[config.mk]
export PLATFORM = sky130hd
export DESIGN_NAME = adc_conversion_sequencer
export DESIGN_NICKNAME = d
export VERILOG_FILES = /design/src/rtl/adc_seq_pkg.sv /design/src/rtl/adc_clk_tick.sv /design/src/rtl/conv_sequencer.sv /design/src/rtl/adc_conversion_sequencer.sv
export SDC_FILE = /design/constraint.sdc
export NUM_CORES = 1
export LEC_CHECK = 0
export ABC_AREA = 1
export BUFFER_PORTS_ARGS = -buffer_cell sky130_fd_sc_hd__clkbuf_2
export CAP_MARGIN = 20
export CORE_UTILIZATION = 50
export DETAILED_ROUTE_END_ITERATION = 10
export PLACE_DENSITY_LB_ADDON = 0.05
export REMOVE_ABC_BUFFERS = 1
export SLEW_MARGIN = 5
export SYNTH_ARGS = -nofsm -noshare
export SYNTH_HDL_FRONTEND = slang
export SYNTH_SLANG_ARGS = --single-unit
[constraint.sdc]
create_clock -name aclk -period 2.3 [get_ports aclk]
set_clock_uncertainty 0.15 [all_clocks]
set_input_delay 0.23 -clock aclk [delete_from_list [all_inputs] [get_ports aclk]]
set_output_delay 0.23 -clock aclk [all_outputs]
set_load 0.01 [all_outputs]
[src/rtl/adc_seq_pkg.sv]
// Shared constants for the converter sequencer: register map, fields, timing.
package adc_seq_pkg;

  // ****************************************************************
  // Register byte offsets
  // ****************************************************************
  localparam logic [7:0] CTRL_OFFS = 8'h00;
  localparam logic [7:0] RES_HIGH_OFFS = 8'h04;
  localparam logic [7:0] RES_LOW_OFFS = 8'h08;
  localparam logic [7:0] IRQ_STATUS_OFFS = 8'h0C;
  localparam logic [7:0] IRQ_CLEAR_OFFS = 8'h10;
  localparam logic [7:0] IRQ_ENABLE_OFFS = 8'h14;

  // ****************************************************************
  // Field positions
  // ****************************************************************
  localparam int CTRL_ENABLE_BIT = 0;
  localparam int CTRL_START_BIT = 3;
  localparam int CTRL_EOC_BIT = 4;
  localparam int CTRL_SETUP_OK_BIT = 5;
  localparam int IRQ_EOC_BIT = 0;

  // ****************************************************************
  // Reset values and answers
  // ****************************************************************
  localparam logic [31:0] ZERO_WORD = 32'h0000_0000;
  localparam logic [1:0] RESP_OKAY = 2'h0;
  localparam logic [1:0] RESP_SLVERR = 2'h2;

  // ****************************************************************
  // Timing
  // ****************************************************************
  localparam int RES_BITS = 10;
  localparam int SAMPLE_PERIODS = 1;
  localparam int CONV_PERIODS = SAMPLE_PERIODS + RES_BITS;
  localparam int SYS_CLK_KHZ = 125000;
  localparam int ADC_CLK_KHZ = 700;
  localparam int ADC_DIV = SYS_CLK_KHZ / ADC_CLK_KHZ;
  localparam int SETUP_NS = 4000;
  localparam int SYS_PERIOD_NS = 8;
  localparam int SETUP_CYCLES = (SETUP_NS + SYS_PERIOD_NS - 1) / SYS_PERIOD_NS;

  typedef enum logic [3:0] {
    SEQ_IDLE = 4'b0001,
    SEQ_SAMPLE = 4'b0010,
    SEQ_CONVERT = 4'b0100,
    SEQ_DONE = 4'b1000
  } seq_state_t;

endpackage

[src/rtl/adc_clk_tick.sv]
// Converter clock tick generator dividing the system clock down to the converter rate.
`timescale 1ns/1ps
module adc_clk_tick
  import adc_seq_pkg::*;
(
  input wire logic aclk,
  input wire logic aresetn,
  input wire logic run,
  output logic tick
);

  logic [7:0] count_q;

  // Held at zero while the converter is off so the first period after enable is whole.
  always_ff @(posedge aclk) begin
    if (!aresetn || !run) begin
      count_q <= 8'h00;
    end else if (count_q == 8'(ADC_DIV - 1)) begin
      count_q <= 8'h00;
    end else begin
      count_q <= count_q + 8'h01;
    end
  end

  assign tick = run && (count_q == 8'(ADC_DIV - 1));

endmodule // adc_clk_tick

[src/rtl/conv_sequencer.sv]
// Successive-approximation sequencer: one sample period then ten bit decisions.
`timescale 1ns/1ps
module conv_sequencer
  import adc_seq_pkg::*;
(
  input wire logic aclk,
  input wire logic aresetn,
  input wire logic tick,
  input wire logic start_req,
  input wire logic cmp_in,
  output logic busy,
  output logic done,
  output logic [9:0] result,
  output logic sample_q,
  output logic [9:0] trial_q
);

  seq_state_t state_q;
  logic [3:0] bit_q;

  always_ff @(posedge aclk) begin
    if (!aresetn) begin
      state_q <= SEQ_IDLE;
      bit_q <= 4'h0;
      sample_q <= 1'b0;
      trial_q <= 10'h000;
    end else begin
      case (state_q)
        SEQ_IDLE: begin
          if (start_req && tick) begin
            state_q <= SEQ_SAMPLE;
            sample_q <= 1'b1;
            trial_q <= 10'h000;
          end
        end
        SEQ_SAMPLE: begin
          if (tick) begin
            state_q <= SEQ_CONVERT;
            sample_q <= 1'b0;
            bit_q <= 4'(RES_BITS - 1);
            trial_q <= 10'h200;
          end
        end
        SEQ_CONVERT: begin
          if (tick) begin
            // Keep the trial bit when the input is at or above the trial level.
            trial_q[bit_q] <= cmp_in;
            if (bit_q == 4'h0) begin
              state_q <= SEQ_DONE;
            end else begin
              trial_q[bit_q - 4'h1] <= 1'b1;
              bit_q <= bit_q - 4'h1;
            end
          end
        end
        SEQ_DONE: begin
          state_q <= SEQ_IDLE;
        end
        default: begin
          state_q <= SEQ_IDLE;
        end
      endcase
    end
  end

  assign busy = (state_q != SEQ_IDLE);
  assign done = (state_q == SEQ_DONE);
  assign result = trial_q;

endmodule // conv_sequencer

[src/rtl/adc_conversion_sequencer.sv]
// Converter control block: AXI4-Lite registers, start handling, result and interrupt.
// What this block does
// - Setting the start bit begins exactly one conversion.
// - Hardware clears the start bit once that conversion has finished.
// - The end-of-conversion flag sets as the result lands in the result registers.
// - The flag stays set until software clears it; hardware never clears it.
// - An interrupt is raised while the flag is set and the interrupt enable is set.
// - A conversion lasts eleven converter clocks: one sample, ten bit decisions.
//
// The implementer's own choices: the register addresses and register access over AXI4-Lite.
`timescale 1ns/1ps
module adc_conversion_sequencer
  import adc_seq_pkg::*;
(
  input wire logic aclk,
  input wire logic aresetn,
  input wire logic [7:0] s_axi_awaddr,
  input wire logic [2:0] s_axi_awprot,
  input wire logic s_axi_awvalid,
  output logic s_axi_awready,
  input wire logic [31:0] s_axi_wdata,
  input wire logic [3:0] s_axi_wstrb,
  input wire logic s_axi_wvalid,
  output logic s_axi_wready,
  output logic [1:0] s_axi_bresp,
  output logic s_axi_bvalid,
  input wire logic s_axi_bready,
  input wire logic [7:0] s_axi_araddr,
  input wire logic [2:0] s_axi_arprot,
  input wire logic s_axi_arvalid,
  output logic s_axi_arready,
  output logic [31:0] s_axi_rdata,
  output logic [1:0] s_axi_rresp,
  output logic s_axi_rvalid,
  input wire logic s_axi_rready,
  input wire logic cmp_in,
  output logic sample_hold,
  output logic [9:0] dac_trial,
  output logic irq
);

  // ****************************************************************
  // Address decode
  // ****************************************************************
  function automatic logic [2:0] reg_sel(input logic [7:0] addr);
    logic [2:0] sel;
    sel = 3'h7;
    case (addr)
      CTRL_OFFS: sel = 3'h0;
      RES_HIGH_OFFS: sel = 3'h1;
      RES_LOW_OFFS: sel = 3'h2;
      IRQ_STATUS_OFFS: sel = 3'h3;
      IRQ_CLEAR_OFFS: sel = 3'h4;
      IRQ_ENABLE_OFFS: sel = 3'h5;
      default: sel = 3'h7;
    endcase
    return sel;
  endfunction

  logic aw_held_q;
  logic w_held_q;
  logic [7:0] awaddr_q;
  logic [31:0] wdata_q;
  logic [3:0] wstrb_q;
  logic wr_fire;
  logic [2:0] wr_sel;
  logic wr_lane0;

  logic enable_q;
  logic start_q;
  logic eoc_q;
  logic irq_en_q;
  logic [9:0] result_q;
  logic [9:0] setup_cnt_q;
  logic setup_ok;
  logic cmp_meta_q;
  logic cmp_sync_q;
  logic tick;
  logic seq_busy;
  logic seq_done;
  logic [9:0] seq_result;
  logic eoc_clear;

  // ****************************************************************
  // Write channel
  // ****************************************************************
  // Address and data are latched independently so either may arrive first.
  always_ff @(posedge aclk) begin
    if (!aresetn) begin
      aw_held_q <= 1'b0;
      awaddr_q <= 8'h00;
    end else if (s_axi_awvalid && s_axi_awready) begin
      aw_held_q <= 1'b1;
      awaddr_q <= s_axi_awaddr;
    end else if (wr_fire) begin
      aw_held_q <= 1'b0;
    end
  end

  always_ff @(posedge aclk) begin
    if (!aresetn) begin
      w_held_q <= 1'b0;
      wdata_q <= ZERO_WORD;
      wstrb_q <= 4'h0;
    end else if (s_axi_wvalid && s_axi_wready) begin
      w_held_q <= 1'b1;
      wdata_q <= s_axi_wdata;
      wstrb_q <= s_axi_wstrb;
    end else if (wr_fire) begin
      w_held_q <= 1'b0;
    end
  end

  // Both readies stay low while a response waits: one write in flight at a time.
  always_ff @(posedge aclk) begin
    if (!aresetn) begin
      s_axi_awready <= 1'b0;
      s_axi_wready <= 1'b0;
    end else begin
      s_axi_awready <= !aw_held_q && !(s_axi_awvalid && s_axi_awready) && !s_axi_bvalid;
      s_axi_wready <= !w_held_q && !(s_axi_wvalid && s_axi_wready) && !s_axi_bvalid;
    end
  end

  assign wr_fire = aw_held_q && w_held_q && !s_axi_bvalid;
  assign wr_sel = reg_sel(awaddr_q);
  assign wr_lane0 = wr_fire && wstrb_q[0];

  // An unmapped address still completes the handshake, with an error answer.
  always_ff @(posedge aclk) begin
    if (!aresetn) begin
      s_axi_bvalid <= 1'b0;
      s_axi_bresp <= RESP_OKAY;
    end else if (wr_fire) begin
      s_axi_bvalid <= 1'b1;
      s_axi_bresp <= (wr_sel == 3'h7) ? RESP_SLVERR : RESP_OKAY;
    end else if (s_axi_bready) begin
      s_axi_bvalid <= 1'b0;
    end
  end

  // ****************************************************************
  // Control registers
  // ****************************************************************
  // Enable may drop mid-conversion; the sequencer still runs that conversion out.
  always_ff @(posedge aclk) begin
    if (!aresetn) begin
      enable_q <= 1'b0;
    end else if (wr_lane0 && wr_sel == 3'h0) begin
      enable_q <= wdata_q[CTRL_ENABLE_BIT];
    end
  end

  always_ff @(posedge aclk) begin
    if (!aresetn) begin
      irq_en_q <= 1'b0;
    end else if (wr_lane0 && wr_sel == 3'h5) begin
      irq_en_q <= wdata_q[IRQ_EOC_BIT];
    end
  end

  // Start is only accepted with the converter enabled; a start while off is dropped.
  always_ff @(posedge aclk) begin
    if (!aresetn) begin
      start_q <= 1'b0;
    end else if (seq_done) begin
      start_q <= 1'b0;
    end else if (wr_lane0 && wr_sel == 3'h0 && wdata_q[CTRL_START_BIT] && enable_q) begin
      start_q <= 1'b1;
    end else if (!enable_q && !seq_busy) begin
      start_q <= 1'b0;
    end
  end

  // Counts the setup time after enable so software can poll readiness.
  always_ff @(posedge aclk) begin
    if (!aresetn || !enable_q) begin
      setup_cnt_q <= 10'h000;
    end else if (!setup_ok) begin
      setup_cnt_q <= setup_cnt_q + 10'h001;
    end
  end

  assign setup_ok = (setup_cnt_q == 10'(SETUP_CYCLES));

  // ****************************************************************
  // Conversion engine
  // ****************************************************************
  // The comparator is asynchronous to this clock.
  always_ff @(posedge aclk) begin
    if (!aresetn) begin
      cmp_meta_q <= 1'b0;
      cmp_sync_q <= 1'b0;
    end else begin
      cmp_meta_q <= cmp_in;
      cmp_sync_q <= cmp_meta_q;
    end
  end

  // The divider keeps running through a conversion even if enable drops,
  // so a started conversion always completes cleanly.
  adc_clk_tick u_tick (
    .aclk(aclk),
    .aresetn(aresetn),
    .run(enable_q || seq_busy),
    .tick(tick)
  );

  conv_sequencer u_seq (
    .aclk(aclk),
    .aresetn(aresetn),
    .tick(tick),
    .start_req(start_q),
    .cmp_in(cmp_sync_q),
    .busy(seq_busy),
    .done(seq_done),
    .result(seq_result),
    .sample_q(sample_hold),
    .trial_q(dac_trial)
  );

  always_ff @(posedge aclk) begin
    if (!aresetn) begin
      result_q <= 10'h000;
    end else if (seq_done) begin
      result_q <= seq_result;
    end
  end

  // Clear is write-one, so a zero written to this offset leaves the flag alone.
  assign eoc_clear = wr_lane0 && wr_sel == 3'h4 && wdata_q[IRQ_EOC_BIT];

  always_ff @(posedge aclk) begin
    if (!aresetn) begin
      eoc_q <= 1'b0;
    end else if (seq_done) begin
      eoc_q <= 1'b1;
    end else if (eoc_clear) begin
      eoc_q <= 1'b0;
    end
  end

  // The level follows the flag in the same cycle and the enable one cycle late, yet comes straight from a flip-flop.
  // gated interrupt level
  always_ff @(posedge aclk) begin
    if (!aresetn) begin
      irq <= 1'b0;
    end else begin
      irq <= (eoc_q || seq_done) && irq_en_q && !(eoc_clear && !seq_done);
    end
  end

  // ****************************************************************
  // Read channel
  // ****************************************************************
  function automatic logic [31:0] read_word(input logic [2:0] sel);
    logic [31:0] w;
    w = ZERO_WORD;
    case (sel)
      3'h0: begin
        w[CTRL_ENABLE_BIT] = enable_q;
        w[CTRL_START_BIT] = start_q;
        w[CTRL_EOC_BIT] = eoc_q;
        w[CTRL_SETUP_OK_BIT] = setup_ok;
      end
      3'h1: w[7:0] = result_q[9:2];
      3'h2: w[1:0] = result_q[1:0];
      3'h3: w[IRQ_EOC_BIT] = eoc_q;
      3'h5: w[IRQ_EOC_BIT] = irq_en_q;
      default: w = ZERO_WORD;
    endcase
    return w;
  endfunction

  // Address ready drops while a read answer waits, so only one read is in flight.
  always_ff @(posedge aclk) begin
    if (!aresetn) begin
      s_axi_arready <= 1'b0;
    end else begin
      s_axi_arready <= !s_axi_rvalid && !(s_axi_arvalid && s_axi_arready);
    end
  end

  // Read data is captured with the address, so a later flag change cannot tear it.
  always_ff @(posedge aclk) begin
    if (!aresetn) begin
      s_axi_rvalid <= 1'b0;
      s_axi_rdata <= ZERO_WORD;
      s_axi_rresp <= RESP_OKAY;
    end else if (s_axi_arvalid && s_axi_arready) begin
      s_axi_rvalid <= 1'b1;
      s_axi_rdata <= read_word(reg_sel(s_axi_araddr));
      s_axi_rresp <= (reg_sel(s_axi_araddr) == 3'h7) ? RESP_SLVERR : RESP_OKAY;
    end else if (s_axi_rready) begin
      s_axi_rvalid <= 1'b0;
    end
  end

endmodule // adc_conversion_sequencer

==> flow_metrics.env <==
export IMPL_groute_usage_overall=0.225
export IMPL_cts_root_buf="clkbuf_8"
export IMPL_cp_required_ns=2.41
export IMPL_synth_cells=589
export IMPL_globalplace_congestion=0.924
export IMPL_critPathMaxFanout=8
export IMPL_rsz0062_at_grt="no"
export IMPL_critPathLaunch="u_seq.bit_q[0]"
export IMPL_synthArstFlopShare=0
export IMPL_syn_area_um2=4080
export IMPL_diodes=0
export IMPL_viasPerCell=4.93
export IMPL_nets=729
export IMPL_die_area_um2=8530
export IMPL_grt_pass1_vias=3380
export IMPL_worst_path_max_delay_cell="dfxtp_1"
export IMPL_yosysSeqAreaShare=0.402
export IMPL_synth_cell_types=31
export IMPL_drtIter0Drc=162
export IMPL_pwr_density_cell_nw_per_um2=589
export IMPL_utilization=0.593
export IMPL_clk_pin_slew_worst_paths_ns=0.08
export IMPL_outcome="finished, final reports clean"
export IMPL_antenna_found_initial=0
export IMPL_fin_crit_ns=1.91
export IMPL_drv_cap=0
export IMPL_io_pins=119
export IMPL_hold_class="input port to flip-flop"
export IMPL_timing_fmax_mhz=525
export IMPL_nFillCells=784
export IMPL_drc=0
export IMPL_numCtsBuffers=9
export IMPL_ys_ff_latch=82
export IMPL_cpPeakStageDelay_ns=0.39
export IMPL_htreeDepth=3
export IMPL_rr_worst_depth=10
export IMPL_tns_ns=0
export IMPL_cts_buffer_depth=2
export IMPL_drive_above_1_share=0.132
export IMPL_ys_warn_count=0
export IMPL_dr_pass1_iters=4
export IMPL_cp_top_family="simple AND/OR/NAND/NOR gates"
export IMPL_die_w_um=92.3
export IMPL_avgSynthCellArea_um2=6.93
export IMPL_report_final_slew_viol_count=0
export IMPL_grt_max_degree=38
export IMPL_place_detailed_hpwl_um=6620
export IMPL_worstSetupPathType="flip-flop to flip-flop"
export IMPL_layout_commonest_cell="nand2_1"
export IMPL_core_area_um2=7810
export IMPL_synth_ff_type="dfxtp_1"
export IMPL_fin_crit_sh=0.829
export IMPL_crit_path_start_kind="flip-flop"
export IMPL_hold_violations=0
export IMPL_endpoint="u_seq.result[7]"
export IMPL_crit_arrival_ns=2.01
export IMPL_area_growth_pct=13.5
export IMPL_wl_um=8940
export IMPL_r2r_end="u_seq.result[7]"
export IMPL_num_vias=3744
export IMPL_die_y_um=92.3
export IMPL_cts_resized=0
export IMPL_r2r_start="u_seq.bit_q[0]"
export IMPL_peakVddDrop_mv=0.426
export IMPL_worstPathCellList="inv_1, ha_1, inv_1, nand2_1, nand2_1, inv_1, nand3_1, nand2_1, a21oi_1, nor2_1"
export IMPL_p_leak_nw=2.13
export IMPL_cp_num_buf_inv=3
export IMPL_initial_core_util=0.523
export IMPL_clock_sink_count=82
export IMPL_postRouteAntennaNets=0
export IMPL_grt_pass1_wl_um=15200
export IMPL_synth_edf_count=0
export IMPL_wl_per_cell_um=11.8
export IMPL_place_port_buffers=53
export IMPL_mostFrequentLayoutCells="108 x nand2_1, 82 x dfxtp_1, 77 x nor2_1"
export IMPL_end_kind="flip-flop"
export IMPL_r2r_setup_slack_ns=0.39
export IMPL_clk_latency_ns=0.36
export IMPL_crit_cells=10
export IMPL_gr_total_overflow=0
export IMPL_setup_violations=0
export IMPL_rows=32
export IMPL_cts_tree="built"
==> repair_timing <==
action                    in CTS  in global routing
hold buffers                   8                  0
hold endpoints to repair       8                  0
buffers inserted               0                  0
==> flip-flops by register name, summed over array words and instances, names as in the netlist, 2 cells and up <==
register and flops:
awaddr_q 8, result_q 10, s_axi_rdata 8, setup_cnt_q 10, u_seq.bit_q 4, u_seq.result 10
u_seq.state_q 4, u_tick.count_q 8, wdata_q 2
==> logic make-up after synthesis <==
kind of cell,after synthesis,synth area share
adders and majority gates,10,0.0307
DFF,82,0.402
xor gates and xnor gates,3,0.00644
AOI/OAI and AO/OA,113,0.142
other,1,0.000919
and+or+nand+nor,268,0.290
buffers and inverters,112,0.128
==> worst reg2reg max path, stage by stage, from the launching register on <==
cell and delay (ns):
dfxtp_1 0.39, inv_1 0.15, ha_1 0.28, inv_1 0.09, nand2_1 0.05, nand2_1 0.22, inv_1 0.13, nand3_1 0.10
nand2_1 0.06, a21oi_1 0.12, nor2_1 0.06
==> synthesized netlist by cell type (2+ instances only) <==
master    count  share of area
o21ai_0      54          0.066
buf_4        26          0.048
a21oi_1      46          0.056
nor3b_1       3         0.0055
o21ai_1       6         0.0074
inv_1        71          0.065
nand2_1     108          0.099
buf_1         2         0.0018
inv_2         4         0.0037
dfxtp_1      82           0.40
nor2_1       77          0.071
nand3_2       4         0.0098
nand3_1      44          0.054
a31oi_1       4         0.0061
xor2_1        3         0.0064
nor2_2        4         0.0061
buf_2         3         0.0037
nor3_1       11          0.013
nor2_4        3         0.0083
ha_1         10          0.031
nand4_1      10          0.015
clkbuf_1      5         0.0046
==> worst min-delay path by stage <==
stage | cells past startpoint | from | slack [ns] | endpoint
2_1_floorplan | 1 | aresetn | 0.15 | u_seq.state_q[0]
3_3_place_gp | 2 | cmp_meta_q | 0.24 | cmp_sync_q
3_5_place_dp | 2 | cmp_meta_q | 0.28 | cmp_sync_q
5_1_grt | 3 | s_axi_awaddr[2] | 0.02 | awaddr_q[2]
4_1_cts | 3 | s_axi_wdata[3] | 0.0001 | wdata_q[3]
6_report | 3 | s_axi_wdata[3] | 0.005 | wdata_q[3]
==> routing by layer <==
layer / routed length, um / up-vias / GRT usage
li1: - / 1979 / -
met1: 4210 / 1659 / 0.285
met2: 4140 / 91 / 0.378
met3: 444 / 15 / 0.0509
met4: 146 / 0 / 0.0742
met5: 0 / - / 0
==> metrics by stage <==
step                setup slack (ns)  instances  cell area, um2  total power [mW]  hold slack [ns]
floorplan                      0.685        578            3940              1.62            0.149
global placement               0.491        736            4350              1.69            0.244
detailed placement             0.436        736            4350              1.69            0.278
CTS                            0.414        760            4630              2.75         0.000117
global route                   0.169        760            4630              2.84           0.0168
finish                         0.394        760            4630              2.73          0.00540
==> where the power goes <==
group | switching [mW] | internal [mW] | leakage, nW | total, mW
registers | 0.0201 | 1.45 | 0.665 | 1.47
logic | 0.128 | 0.0702 | 1.37 | 0.199
clock network | 0.526 | 0.533 | 0.0966 | 1.06
==> cell type report <==
| class | instances | area (um2) | area share |
|---|---|---|---|
| clock inverter | 4 | 51.3 | 0.0111 |
| timing repair buffer | 64 | 368 | 0.0795 |
| sequential | 82 | 1640 | 0.355 |
| inverter | 76 | 285 | 0.0616 |
| multi-input combinational | 420 | 2010 | 0.434 |
| tap | 102 | 128 | 0.0276 |
| clock buffer | 12 | 145 | 0.0314 |
(Power assumes the default switching activity.)
